File: src/rtl/spw_defs.svh
/*
 * constants of the parameter write handler: command codes, exception codes,
 * frame byte positions, register offsets and field positions.
 * assumes inclusion by bare name from the write handler module.
 */
`ifndef SPW_DEFS_SVH
`define SPW_DEFS_SVH

// ==========================================================================
// command and exception codes
`define CMD_WR_SINGLE_A   8'h06
`define CMD_WR_SINGLE_B   8'h41
`define CMD_WR_MULTI_A    8'h10
`define CMD_WR_MULTI_B    8'h43
`define EXC_FLAG          8'h80
`define EXC_BAD_CMD       8'h01
`define EXC_BAD_ADDR      8'h02
`define EXC_BAD_LEN       8'h03
`define EXC_REJECTED      8'h04

// ==========================================================================
// frame layout
`define HDR_BYTES         8'h06
`define SINGLE_DATA_POS   8'h04
`define MULTI_DATA_POS    8'h07
`define SINGLE_FRAME_LEN  8'h08
`define MULTI_OVERHEAD    8'h09
`define ECHO_TX_BYTES     4'h8
`define EXC_TX_BYTES      4'h5
`define CRC_INIT          16'hffff
`define CRC_POLY          16'ha001

// ==========================================================================
// software registers
`define REG_CTRL          8'h00
`define REG_STATUS        8'h04
`define REG_DISCARD       8'h08
`define CTRL_RETAIN_BIT   0
`define CTRL_ADDR_LSB     8
`define SLAVE_ADDR_RST    8'h01

`endif

File: src/rtl/spw_pkg.sv
/*
 * types of the parameter write handler: state encoding and state record.
 * assumes spw_defs.svh is on the include path.
 */
package spw_pkg;

    // ======================================================================
    // sequencer states, gray along receive, check, fetch, gather, eval
    typedef enum logic [2:0] {
        ST_IDLE   = 3'h0,
        ST_RECV   = 3'h1,
        ST_CHECK  = 3'h3,
        ST_FETCH  = 3'h2,
        ST_GATHER = 3'h6,
        ST_EVAL   = 3'h7,
        ST_REPLY  = 3'h5
    } seq_state_t;

    typedef struct packed {
        seq_state_t      st;
        logic [5:0][7:0] hdr;
        logic [7:0]      lenByte;
        logic [7:0]      byteCnt;
        logic [15:0]     crc;
        logic [7:0]      loByte;
        logic [7:0]      entryIdx;
        logic [7:0]      nEnt;
        logic            wide;
        logic            wordSel;
        logic [31:0]     acc;
        logic            pass;
        logic            failed;
        logic [7:0]      failIdx;
        logic            ctrlClass;
        logic [7:0]      excCode;
        logic [3:0]      txIdx;
        logic [15:0]     txCrc;
        logic            txValid;
        logic [7:0]      txData;
        logic            commitValid;
        logic [15:0]     commitIdx;
        logic [31:0]     commitData;
        logic            commitRetain;
        logic [15:0]     attrIdx;
        logic            retainSel;
        logic [7:0]      slaveAddr;
        logic [31:0]     rdData;
        logic [15:0]     okCnt;
        logic [7:0]      lastExc;
        logic [15:0]     discCnt;
    } core_state_t;

endpackage : spw_pkg

File: src/rtl/frame_buf_if.sv
/*
 * carrier between the write handler and its frame word buffer.
 * assumes both ends run on the same clock.
 */
`timescale 1ns/10ps

interface frame_buf_if #(
    parameter int WIDTH = 16,
    parameter int AW    = 7
);
    logic             wrEn;
    logic [AW-1:0]    wrAddr;
    logic [WIDTH-1:0] wrData;
    logic [AW-1:0]    rdAddr;
    logic [WIDTH-1:0] rdData;

    modport ctl (output wrEn, output wrAddr, output wrData, output rdAddr, input rdData);
    modport mem (input wrEn, input wrAddr, input wrData, input rdAddr, output rdData);
endinterface : frame_buf_if

File: src/rtl/frame_buf.sv
/*
 * word buffer holding the data field of one received frame.
 * assumes one write and one read per cycle; read data registered.
 */
`timescale 1ns/10ps

module frame_buf #(
    parameter int WIDTH = 16,
    parameter int DEPTH = 128,
    parameter int AW    = 7
) (
    input  wire logic  mclk,
    frame_buf_if.mem   port
);
    logic [WIDTH-1:0] mem [DEPTH];
    logic [WIDTH-1:0] rdData_q;

    always_ff @(posedge mclk) begin
        if (port.wrEn) begin
            mem[port.wrAddr] <= port.wrData;
        end
        rdData_q <= mem[port.rdAddr];
    end

    assign port.rdData = rdData_q;
endmodule : frame_buf

File: src/rtl/serial_param_write_handler.sv
/*
 * slave-side handling of single and multiple parameter write frames,
 * with exception answers, commit policy and a small software register set.
 * assumes byte-wide receive and transmit streams synchronous to mclk and
 * a parameter attribute lookup that answers one cycle after attrIdx.
 */
// Implementation choices: strobed register access and the placing of the registers.
// Notes on behaviour
// - 0x06 and 0x41 write exactly one 16-bit parameter, never 32-bit mode
// - single write with address msb set answers illegal address exception
// - 16-bit write to signed parameter sign-extends upper half
// - commit only when value in range and parameter changeable
// - in 16-bit writes unsigned parameters get zero upper half, upper bits ignored
// - 0x10 and 0x43 write several parameters in 16 or 32-bit mode
// - in 32-bit mode each value is one 32-bit unit
// - start address msb selects 32-bit mode; answer echoes it
// - 32-bit mode register count is twice the parameter count
// - good multi write echoes address, command, start, count, check code
// - failed write answers with exception frame instead of echo
// - 32-bit mode accepts any in-range value of a changeable parameter
// - function parameters: any bad entry means nothing is written
// - control parameters: entries before first bad one are kept
// - retention select decides power-loss keeping for 0x06 and 0x10
// - signed class is two's complement, unsigned class compares unsigned
// - check code is crc16, init all ones, poly 0xa001, low byte first
`timescale 1ns/10ps
`include "spw_defs.svh"

module serial_param_write_handler #(
    parameter int BUF_DEPTH = 128,
    parameter int BUF_AW    = 7
) (
    input  wire logic        mclk,
    input  wire logic        sys_rst,
    input  wire logic        rxValid,
    input  wire logic [7:0]  rxByte,
    input  wire logic        rxEnd,
    output logic             txValid,
    output logic [7:0]       txData,
    input  wire logic        txReady,
    output logic [15:0]      attrIdx,
    input  wire logic        attrSigned,
    input  wire logic        attrWritable,
    input  wire logic        attrControl,
    input  wire logic [31:0] attrMin,
    input  wire logic [31:0] attrMax,
    output logic             commitValid,
    output logic [15:0]      commitIdx,
    output logic [31:0]      commitData,
    output logic             commitRetain,
    input  wire logic [7:0]  regAddr,
    input  wire logic [31:0] regWrData,
    input  wire logic        regWr,
    input  wire logic        regRd,
    output logic [31:0]      regRdData
);
    import spw_pkg::*;

    spw_pkg::core_state_t s_q;
    spw_pkg::core_state_t s_d;

    frame_buf_if #(.WIDTH(16), .AW(BUF_AW)) bufPort ();

    frame_buf #(.WIDTH(16), .DEPTH(BUF_DEPTH), .AW(BUF_AW)) u_buf (
        .mclk (mclk),
        .port (bufPort.mem)
    );

    // ======================================================================
    // crc step, reflected, one byte
    function automatic logic [15:0] crc_step(input logic [15:0] c, input logic [7:0] b);
        logic [15:0] r;
        r = c ^ {8'h00, b};
        for (int i = 0; i < 8; i++) begin
            r = r[0] ? ((r >> 1) ^ `CRC_POLY) : (r >> 1);
        end
        return r;
    endfunction : crc_step

    // ======================================================================
    // combinational next state
    logic              isSingle;
    logic              isMulti;
    logic [7:0]        dataPos;
    logic [7:0]        dOff;
    logic              wEn;
    logic [BUF_AW-1:0] wAddr;
    logic [15:0]       wData;
    logic [BUF_AW-1:0] rAddr;
    logic [15:0]       regCount;
    logic [31:0]       val;
    logic              inRange;
    logic              entryOk;
    logic              commitNow;
    logic              lastEntry;
    logic [7:0]        txByte;
    logic [3:0]        txLen;

    always_comb begin
        s_d       = s_q;
        isSingle  = (s_q.hdr[1] == `CMD_WR_SINGLE_A) || (s_q.hdr[1] == `CMD_WR_SINGLE_B);
        isMulti   = (s_q.hdr[1] == `CMD_WR_MULTI_A) || (s_q.hdr[1] == `CMD_WR_MULTI_B);
        dataPos   = isSingle ? `SINGLE_DATA_POS : `MULTI_DATA_POS;
        dOff      = s_q.byteCnt - dataPos;
        wEn       = 1'b0;
        wAddr     = dOff[BUF_AW:1];
        wData     = {s_q.loByte, rxByte};
        rAddr     = s_q.wide ? BUF_AW'({s_q.entryIdx, s_q.wordSel}) : BUF_AW'(s_q.entryIdx);
        regCount  = {s_q.hdr[4], s_q.hdr[5]};
        val       = 32'h0;
        inRange   = 1'b0;
        entryOk   = 1'b0;
        commitNow = 1'b0;
        lastEntry = (s_q.entryIdx + 8'h01) == s_q.nEnt;
        txByte    = 8'h00;
        txLen     = (s_q.excCode != 8'h00) ? `EXC_TX_BYTES : `ECHO_TX_BYTES;

        s_d.commitValid = 1'b0;
        s_d.rdData      = 32'h0;

        // software register port
        if (regWr && regAddr == `REG_CTRL) begin
            s_d.retainSel = regWrData[`CTRL_RETAIN_BIT];
            s_d.slaveAddr = regWrData[`CTRL_ADDR_LSB +: 8];
        end
        if (regRd) begin
            if (regAddr == `REG_CTRL) begin
                s_d.rdData = {16'h0, s_q.slaveAddr, 7'h0, s_q.retainSel};
            end else if (regAddr == `REG_STATUS) begin
                s_d.rdData = {s_q.okCnt, 8'h0, s_q.lastExc};
            end else if (regAddr == `REG_DISCARD) begin
                s_d.rdData = {16'h0, s_q.discCnt};
            end else begin
                s_d.rdData = 32'h0;
            end
        end

        case (s_q.st)
            ST_IDLE, ST_RECV: begin
                if (rxValid) begin
                    s_d.st      = ST_RECV;
                    s_d.crc     = crc_step(s_q.st == ST_IDLE ? `CRC_INIT : s_q.crc, rxByte);
                    s_d.byteCnt = (s_q.st == ST_IDLE) ? 8'h01
                                : (s_q.byteCnt == 8'hff ? 8'hff : s_q.byteCnt + 8'h01);
                    if (s_q.st == ST_IDLE) begin
                        s_d.hdr[0] = rxByte;
                    end else if (s_q.byteCnt < `HDR_BYTES) begin
                        s_d.hdr[s_q.byteCnt[2:0]] = rxByte;
                    end else if (isMulti && s_q.byteCnt == `HDR_BYTES) begin
                        s_d.lenByte = rxByte;
                    end
                    // data words stored consecutively, high byte first
                    if (s_q.st == ST_RECV && s_q.byteCnt >= dataPos) begin
                        if (!dOff[0]) begin
                            s_d.loByte = rxByte;
                        end else if (int'(dOff[7:1]) < BUF_DEPTH) begin
                            wEn = 1'b1;
                        end
                    end
                end
                if (rxEnd && s_q.st == ST_RECV) begin
                    s_d.st = ST_CHECK;
                end
            end
            ST_CHECK: begin
                s_d.entryIdx = 8'h00;
                s_d.wordSel  = 1'b0;
                s_d.pass     = 1'b0;
                s_d.failed   = 1'b0;
                s_d.excCode  = 8'h00;
                s_d.txIdx    = 4'h0;
                s_d.txCrc    = `CRC_INIT;
                s_d.wide     = s_q.hdr[2][7];
                s_d.nEnt     = s_q.hdr[2][7] ? regCount[8:1] : regCount[7:0];
                // silent discard of corrupt or foreign frames
                if (s_q.crc != 16'h0000 || s_q.byteCnt < `SINGLE_FRAME_LEN
                    || s_q.hdr[0] != s_q.slaveAddr) begin
                    s_d.st      = ST_IDLE;
                    s_d.discCnt = s_q.discCnt + 16'h0001;
                end else if (isSingle) begin
                    s_d.wide = 1'b0;
                    s_d.nEnt = 8'h01;
                    if (s_q.hdr[2][7]) begin
                        s_d.excCode = `EXC_BAD_ADDR;
                        s_d.st      = ST_REPLY;
                    end else if (s_q.byteCnt != `SINGLE_FRAME_LEN) begin
                        s_d.excCode = `EXC_BAD_LEN;
                        s_d.st      = ST_REPLY;
                    end else begin
                        s_d.st = ST_FETCH;
                    end
                end else if (isMulti) begin
                    if ({1'b0, s_q.lenByte} != {regCount[7:0], 1'b0}
                        || regCount[15:7] != 9'h0 || regCount == 16'h0
                        || (s_q.hdr[2][7] && regCount[0])
                        || s_q.byteCnt != `MULTI_OVERHEAD + s_q.lenByte) begin
                        s_d.excCode = `EXC_BAD_LEN;
                        s_d.st      = ST_REPLY;
                    end else begin
                        s_d.st = ST_FETCH;
                    end
                end else begin
                    s_d.excCode = `EXC_BAD_CMD;
                    s_d.st      = ST_REPLY;
                end
            end
            ST_FETCH: begin
                s_d.attrIdx = {1'b0, s_q.hdr[2][6:0], s_q.hdr[3]} + {8'h00, s_q.entryIdx};
                s_d.st      = ST_GATHER;
            end
            ST_GATHER: begin
                // wide mode assembles one 32-bit unit from two words
                if (!s_q.wide) begin
                    s_d.acc = {16'h0000, bufPort.rdData};
                    s_d.st  = ST_EVAL;
                end else if (!s_q.wordSel) begin
                    s_d.acc     = {bufPort.rdData, 16'h0000};
                    s_d.wordSel = 1'b1;
                    s_d.st      = ST_FETCH;
                end else begin
                    s_d.acc     = {s_q.acc[31:16], bufPort.rdData};
                    s_d.wordSel = 1'b0;
                    s_d.st      = ST_EVAL;
                end
            end
            ST_EVAL: begin
                // value forming per class and mode
                if (s_q.wide) begin
                    val = s_q.acc;
                end else if (attrSigned) begin
                    val = {{16{s_q.acc[15]}}, s_q.acc[15:0]};
                end else begin
                    val = {16'h0000, s_q.acc[15:0]};
                end
                inRange = attrSigned
                        ? ($signed(val) >= $signed(attrMin) && $signed(val) <= $signed(attrMax))
                        : (val >= attrMin && val <= attrMax);
                entryOk = inRange && attrWritable;
                if (!s_q.pass) begin
                    if (s_q.entryIdx == 8'h00) begin
                        s_d.ctrlClass = attrControl;
                    end
                    if (!entryOk && !s_q.failed) begin
                        s_d.failed  = 1'b1;
                        s_d.failIdx = s_q.entryIdx;
                    end
                end else begin
                    commitNow = !s_q.failed || (s_q.ctrlClass && s_q.entryIdx < s_q.failIdx);
                end
                if (commitNow) begin
                    s_d.commitValid  = 1'b1;
                    s_d.commitIdx    = s_q.attrIdx;
                    s_d.commitData   = val;
                    // retention only for 0x06 and 0x10
                    s_d.commitRetain = s_q.retainSel && (s_q.hdr[1] == `CMD_WR_SINGLE_A
                                                      || s_q.hdr[1] == `CMD_WR_MULTI_A);
                end
                s_d.entryIdx = s_q.entryIdx + 8'h01;
                s_d.st       = ST_FETCH;
                if (lastEntry) begin
                    s_d.entryIdx = 8'h00;
                    if (!s_q.pass && (s_d.failed && !(s_d.ctrlClass && s_d.failIdx != 8'h00))) begin
                        s_d.excCode = `EXC_REJECTED;
                        s_d.st      = ST_REPLY;
                    end else if (!s_q.pass) begin
                        s_d.pass = 1'b1;
                    end else begin
                        // failed entries turn the echo into an exception
                        s_d.excCode = s_q.failed ? `EXC_REJECTED : 8'h00;
                        s_d.st      = ST_REPLY;
                    end
                end
            end
            ST_REPLY: begin
                // echo of header or exception frame
                if (s_q.excCode != 8'h00) begin
                    case (s_q.txIdx)
                        4'h0:    txByte = s_q.hdr[0];
                        4'h1:    txByte = s_q.hdr[1] | `EXC_FLAG;
                        4'h2:    txByte = s_q.excCode;
                        4'h3:    txByte = s_q.txCrc[7:0];
                        default: txByte = s_q.txCrc[15:8];
                    endcase
                end else if (s_q.txIdx < 4'h6) begin
                    txByte = s_q.hdr[s_q.txIdx[2:0]];
                end else begin
                    txByte = s_q.txIdx[0] ? s_q.txCrc[15:8] : s_q.txCrc[7:0];
                end
                if (!s_q.txValid || txReady) begin
                    if (s_q.txIdx < txLen) begin
                        s_d.txValid = 1'b1;
                        s_d.txData  = txByte;
                        if (s_q.txIdx < txLen - 4'h2) begin
                            s_d.txCrc = crc_step(s_q.txCrc, txByte);
                        end
                        s_d.txIdx   = s_q.txIdx + 4'h1;
                    end else begin
                        s_d.txValid = 1'b0;
                        s_d.lastExc = s_q.excCode;
                        s_d.okCnt   = s_q.okCnt + {15'h0, s_q.excCode == 8'h00};
                        s_d.st      = ST_IDLE;
                    end
                end
            end
            default: s_d.st = ST_IDLE;
        endcase
    end

    assign bufPort.wrEn   = wEn;
    assign bufPort.wrAddr = wAddr;
    assign bufPort.wrData = wData;
    assign bufPort.rdAddr = rAddr;

    // ======================================================================
    // state register
    always_ff @(posedge mclk) begin
        if (sys_rst) begin
            s_q           <= '0;
            s_q.st        <= ST_IDLE;
            s_q.slaveAddr <= `SLAVE_ADDR_RST;
            s_q.crc       <= `CRC_INIT;
            s_q.txCrc     <= `CRC_INIT;
        end else begin
            s_q <= s_d;
        end
    end

    assign txValid      = s_q.txValid;
    assign txData       = s_q.txData;
    assign attrIdx      = s_q.attrIdx;
    assign commitValid  = s_q.commitValid;
    assign commitIdx    = s_q.commitIdx;
    assign commitData   = s_q.commitData;
    assign commitRetain = s_q.commitRetain;
    assign regRdData    = s_q.rdData;

    // ======================================================================
    // checks
    chk_single_bad_addr: assert property (@(posedge mclk) disable iff (sys_rst)
        s_q.st == ST_CHECK && isSingle && s_q.hdr[2][7] && s_q.crc == 16'h0
        && s_q.byteCnt >= `SINGLE_FRAME_LEN && s_q.hdr[0] == s_q.slaveAddr
        |=> s_q.st == ST_REPLY && s_q.excCode == `EXC_BAD_ADDR)
        else $error("single write with high address not refused");
    chk_sign_extend: assert property (@(posedge mclk) disable iff (sys_rst)
        commitNow && !s_q.wide && attrSigned
        |=> commitValid && commitData[31:16] == {16{commitData[15]}})
        else $error("narrow signed write not sign extended");
    chk_unsigned_zero: assert property (@(posedge mclk) disable iff (sys_rst)
        commitNow && !s_q.wide && !attrSigned |=> commitData[31:16] == 16'h0000)
        else $error("narrow unsigned write has nonzero upper half");
    chk_commit_allowed: assert property (@(posedge mclk) disable iff (sys_rst)
        commitNow |-> attrWritable && inRange)
        else $error("commit of unchangeable or out of range value");
    chk_function_atomic: assert property (@(posedge mclk) disable iff (sys_rst)
        s_q.st == ST_EVAL && s_q.failed && !s_q.ctrlClass |-> !commitNow)
        else $error("function parameter written despite a failure");
    chk_control_prefix: assert property (@(posedge mclk) disable iff (sys_rst)
        commitNow && s_q.failed |-> s_q.entryIdx < s_q.failIdx)
        else $error("control parameter written at or after first failure");
    chk_exc_flag: assert property (@(posedge mclk) disable iff (sys_rst)
        txValid && s_q.txIdx == 4'h2 && s_q.excCode != 8'h00 |-> txData[7])
        else $error("exception answer lacks flagged command byte");
    chk_crc_discard: assert property (@(posedge mclk) disable iff (sys_rst)
        s_q.st == ST_CHECK && s_q.crc != 16'h0 |=> s_q.st == ST_IDLE ##1 !txValid[*4])
        else $error("corrupt frame not discarded silently");
    chk_retain_select: assert property (@(posedge mclk) disable iff (sys_rst)
        commitValid && commitRetain |-> $past(s_q.retainSel)
        && (s_q.hdr[1] == `CMD_WR_SINGLE_A || s_q.hdr[1] == `CMD_WR_MULTI_A))
        else $error("retention flagged for wrong command or select");
    chk_len_mismatch: assert property (@(posedge mclk) disable iff (sys_rst)
        s_q.st == ST_CHECK && isMulti && s_q.crc == 16'h0 && s_q.hdr[0] == s_q.slaveAddr
        && s_q.byteCnt >= `SINGLE_FRAME_LEN && s_q.lenByte != {regCount[6:0], 1'b0}
        |=> s_q.excCode == `EXC_BAD_LEN)
        else $error("length byte mismatch not refused");
endmodule : serial_param_write_handler

File: config.mk
export PLATFORM = sky130hd
export DESIGN_NAME = serial_param_write_handler
export DESIGN_NICKNAME = d
export VERILOG_FILES = /design/src/rtl/spw_pkg.sv /design/src/rtl/frame_buf_if.sv /design/src/rtl/frame_buf.sv /design/src/rtl/serial_param_write_handler.sv
export VERILOG_INCLUDE_DIRS = /design/src /design/src/rtl
export SDC_FILE = /design/constraint.sdc
export NUM_CORES = 2
export LEC_CHECK = 0
export BUFFER_PORTS_ARGS = -buffer_cell sky130_fd_sc_hd__buf_2
export CAP_MARGIN = 20
export CORE_MARGIN = 3
export CORE_UTILIZATION = 29
export DETAILED_ROUTE_END_ITERATION = 10
export MAX_ROUTING_LAYER = met4
export SLEW_MARGIN = 15
export SYNTH_ARGS = -nofsm -noshare
export SYNTH_HDL_FRONTEND = slang
export SYNTH_SLANG_ARGS = --single-unit
File: constraint.sdc
create_clock -name mclk -period 7.4 [get_ports mclk]
set_input_delay 1.48 -clock mclk [delete_from_list [all_inputs] [get_ports mclk]]
set_output_delay 1.48 -clock mclk [all_outputs]
set_load 0.005 [all_outputs]
* After elaboration in Yosys (flattened, before gate mapping)
Memory sizes are Yosys's and may differ from the RTL's. A register that Yosys moved wholly into a read port is not among the register bits. Cells that the tools add are included.
Cells by class: add/subtract/negate cells 9, $lt $le $gt $ge 14, eq/ne operators 32, multiplexer cells 105, bitwise gates (word level) 24, reductions and logical operators 66
Operator list (count):
- $mux W16 | 20
- $mux W8 | 23
- $mux W32 | 5
- $mux W91 | 1
- $ge A32 B32 Y1 | 2
- $le A32 B32 Y1 | 2
- $mux W50 | 1
- $bwmux W48 | 1
- $mux W48 | 1
- $not A2 Y3 | 16
- $mux W3 | 15
- $mux W40 | 1
- $pmux W20 S2 | 1
- $mux W33 | 1
- $pmux W8 S2 | 2
- $pmux W8 S4 | 1
- $xor A16 B8 Y16 | 2
- $mux W29 | 1
- $mux W9 | 3
- $bmux W8 S3 | 1
- $demux W8 S3 | 1
- $eq A8 B3 Y1 const B | 3
- $logic_not A8 Y1 | 3
- $reduce_and A3 Y1 | 7
- other kinds (56) | 136
Word-level totals: register bits 336, bits in writable memories 2048, bits of input ports 122, output and inout port bits 107, logic and storage cells 289, memories 1
Memories:
- u_buf.mem | depth 128, bits a word 16, rd ports 1, clocked after memory_dff 1, wr ports 1, RTL line frame_buf.sv:15 | logic [WIDTH-1:0] mem [DEPTH];

* Longest topological paths before layout
depth after elaboration 26, mapped depth 16

* By module
A second synthesis with hierarchy kept.
Second synthesis, totals: cell total of the unflattened synthesis 5207, area total of the unflattened synthesis 96607.7 µm²
By module, submodules not included:
- frame_buf | times used 1, cells an instance 3086, area an instance 78522.8 µm², sequential area each 61819.3 µm²
- serial_param_write_handler | times used 1, cells an instance 2121, area an instance 18084.8 µm², sequential area each 6526.3 µm²

* Worst setup path before layout
Ideal clock, no wire load.
kind input to register, from in attrSigned, to reg s_q[188] in the netlist's numbering, data arrival time 4.517 ns, setup slack 2.756 ns, stages 15, path buffers 2, path through a21oi_1 clkbuf_1 a21oi_1 ha_1 a21o_1 a21o_1 a21o_1 a21oi_1 o31ai_1 a211o_1 nor3_1 o311a_1 buf_2 mux2i_1 nor2_1
Between the ends: cells in the longest elaborated chain, start to end 12
RTL lines:
- start: declaration | RTL line serial_param_write_handler.sv:42 | input wire logic attrSigned,
- $mux W32 | RTL line serial_param_write_handler.sv:230 | end else if (attrSigned) begin
- $mux W32 | RTL line serial_param_write_handler.sv:228 | if (s_q.wide) begin
- $mux W32 | RTL line serial_param_write_handler.sv:138 | case (s_q.st)
- $ge A32 B32 Y1 (tied with other cells) | RTL line serial_param_write_handler.sv:237 | : (val >= attrMin && val <= attrMax);
- $logic_and A1 B1 Y1 (on tied branches) | RTL line serial_param_write_handler.sv:237, serial_param_write_handler.sv:236
- $mux W1 * | RTL line serial_param_write_handler.sv:236 | ? ($signed(val) >= $signed(attrMin) && $signed(val) <= $signed(attrMax))
- $logic_and A1 B1 Y1 * | RTL line serial_param_write_handler.sv:238 | entryOk = inRange && attrWritable;
- $logic_not A1 Y1 * | RTL line serial_param_write_handler.sv:243 | if (!entryOk && !s_q.failed) begin
- $logic_and A1 B1 Y1 * | RTL line serial_param_write_handler.sv:243
- $mux W9 * | RTL line serial_param_write_handler.sv:243
- $mux W10 * | RTL line serial_param_write_handler.sv:239 | if (!s_q.pass) begin
- $mux W10 * | RTL line serial_param_write_handler.sv:138
- end: declaration | RTL line serial_param_write_handler.sv:59 | spw_pkg::core_state_t s_q;
Mark *: on every way between the ends. The rest lies on a longest branch, timed or not. The select of a mux whose other input is x is not followed. A chain may end at the register's enable or synchronous reset.

==> metrics <==
post-synthesis register bit count roughly 2400; Vias approximately 54000; DRT Pass-1 Iters 8; Slew headroom 0.238; antenna violation net count after detailed routing 0; met3 WL ~18000 µm; Worst Setup End Kind flop; P&R area growth vs syn 15.4%; Clock power frac 0.460; post-synth top area cell edfxtp_1; Tmin final between 5000 and 6000 ps; Peak supply drop between 0.15 and 0.2 mV; Vias/cell approximately 5.0; Synth top area share 0.628; row count ~210; f_max about 0.18 GHz; final period utilization 0.736; IO Pins 229; Most used DFF post-synth edfxtp_1; DRC viols 0; Pwr Total 27.9 mW; highest-count cells in the layout ignoring fill and taps 2048 x edfxtp_1, 516 x mux4_2, 405 x nand2_1, 389 x nor2_1, 333 x dfxtp_1; Synth cell types 84; Internal roughly 22 mW; largest net degree at the start of global routing ~130; share of layout cells above drive strength 1 0.216; vias in the first global route approximately 54000; Mapped Area 97900 µm²; asr flop ratio synth 0; Flop pwr share 0.522; commonest non-fill, non-tap cell in the layout edfxtp_1; Seq/Total Area, Yosys 0.698; class of the worst hold path reg2reg; endpoints failing setup 0; FF/Latch Area roughly 70000 µm²; GRT Util Overall 0.147; initial antenna violation count 6; postcts setup bufs 0; CTS tree done; Pleak ~37 nW; WP data arrival 6020 ps; CP required roughly 8000 ps; Final Hold Viols 0; RePlAce Congestion between 0.8 and 0.9; Core Area 335000 µm²; hold buffer count at CTS 0; clk root buf clkbuf_16; combinational share of power 0.018; RSZ-0062 raised after global routing no; Sink Count approximately 2400; Synth area leaders edfxtp_1 63%, mux4_2 12%, dfxtp_1 7.0%, mux2i_1 1.6%, nand2_1 1.6%; HPWL after detailed placement approximately 150000 µm; R2R setup slack slightly below 2000 ps; CTS Buf Count about 280; max-capacitance violation count 0; Buffers on Ports 205; switch share 0.202; WL per Instance 23.3 µm; DIE WIDTH a little under 600 µm; Slew @ Worst Pin 1140 ps; Setup TNS 0 ps; Synth Area per Inst about 17 µm²; Die H between 500 and 600 µm; Starting Density 0.292; Synth Net Count 6122; pwr/cell area about 250 nW/µm²; clock transition at the registers of the reported paths 60 ps; Slew Viols, Final 0; Critical Path Source Type flop; Highest Signal Layer met4; crit-path max FO 10; Syn. warnings 0; # nets final roughly 6400; clk buf depth 4; total global routing overflow 0; cells after synthesis 5902; Psw ~5.6 mW; post_cts resized 0; fillers roughly 32000; routed length on met2 between 100000 and 150000 µm; clock skew 57.6 ps; wl on met1 roughly 110000 µm; total wire length about 250000 µm; EDFF count, synth about 2000; Clock Latency Late Sink about 920 ps; status completed; initial drt markers around 5400; # H-tree levels 5; full die area 345000 µm²; multi-input logic area roughly 27000 µm²; Worst Path Class, Setup reg2reg; first-pass GRT wire length ~370000 µm
==> state kept, by name, summed over array words and instances, names as in the netlist, named ones only <==
signal	count
u_buf.mem	2048
s_q	171
commitData	32
regRdData	32
attrIdx	16
commitIdx	16
u_buf.port.rdData	16
bufPort.wrData	8
txData	8
commitRetain	1
commitValid	1
txValid	1
==> routing by layer <==
metal	up-vias	track usage
met5	-	-
met4	0	0.0405
met3	428	0.0270
met2	2024	0.227
met1	28200	0.198
li1	23500	-
==> cells in the mapped netlist, drive strengths merged (39+ instances only) <==
master and n:
edfxtp 2048, mux4 516, nand2 405, nor2 391
dfxtp 342, clkbuf 247, buf 208, a211oi 197
a21oi 168, and2 156, mux2i 155, inv 118
nand2b 117, ha 96, a31oi 79, xnor2 70
a311oi 65, xor2 58, o21ai 53, a21o 52
a22oi 40, nand3 39
==> worst max-delay path, cell delays in order (launching register included) <==
cell      delay (ps)
dfxtp_1          500
or4bb_1          520
a211oi_1         250
buf_4            210
ha_1             250
nor2b_1          130
o21ai_0          460
nand2_1          160
xor2_1           320
nor2b_1          880
nand2_1          380
nor2_1           670
buf_4            340
==> through the flow <==
step / instances / area, µm² / setup slack [ps] / hold slack [ps] / util
5_1_grt: 10800 / 113000 / 1520 / 492 / 0.337
2_1_floorplan: 5902 / 97900 / 2760 / 430 / -
3_3_place_gp: 10400 / 104000 / 2070 / 452 / 0.312
3_5_place_dp: 10400 / 104000 / 2000 / 460 / 0.312
4_1_cts: 10800 / 113000 / 1950 / 475 / 0.337
6_report: 10800 / 113000 / 1950 / 471 / 0.337
==> final timing paths <==
check | from | endpoint | cells past startpoint
setup reg to reg | flop | u_buf.mem[73][15] | 12
setup / recovery | flop | u_buf.mem[73][15] | 12
hold reg to reg | commitData[0] | commitData[0] | 2
hold / removal | commitData[0] | commitData[0] | 2
==> area by class of cell <==
type,count,share of cell area
Clock buffer,342,0.0655
Tap cell,4494,0.0498
Inverter,119,0.00396
Clock inverter,121,0.00894
Multi-Input combinational cell,2938,0.239
Antenna cell,1,0.0000222
Sequential cell,2390,0.606
Timing Repair Buffer,436,0.0270
==> power groups by stage <==
stage	clock network [mW]	logic, mW	registers (mW)
after global placement	0	0.497	14.8
after global routing	13.6	0.552	14.6
after floorplan	0	0.281	14.8
final	12.8	0.508	14.6
after detailed placement	0	0.510	14.8
after CTS	13.1	0.511	14.6
==> logic make-up (layout without fill, tap and decap cells) <==
| kind of cell | count (synthesis) | in the layout | share of synthesized area |
|---|---|---|---|
| xor+xnor | 130 | 130 | 0.0121 |
| compound gates | 740 | 740 | 0.0520 |
| simple gates | 1288 | 1288 | 0.0620 |
| mux | 682 | 682 | 0.136 |
| other cells | 0 | 1 | 0 |
| fa+ha+maj | 98 | 98 | 0.0127 |
| buf+inv | 574 | 1018 | 0.0272 |
| flops | 2390 | 2390 | 0.698 |
No activity file was read; power rests on OpenSTA's default activity.
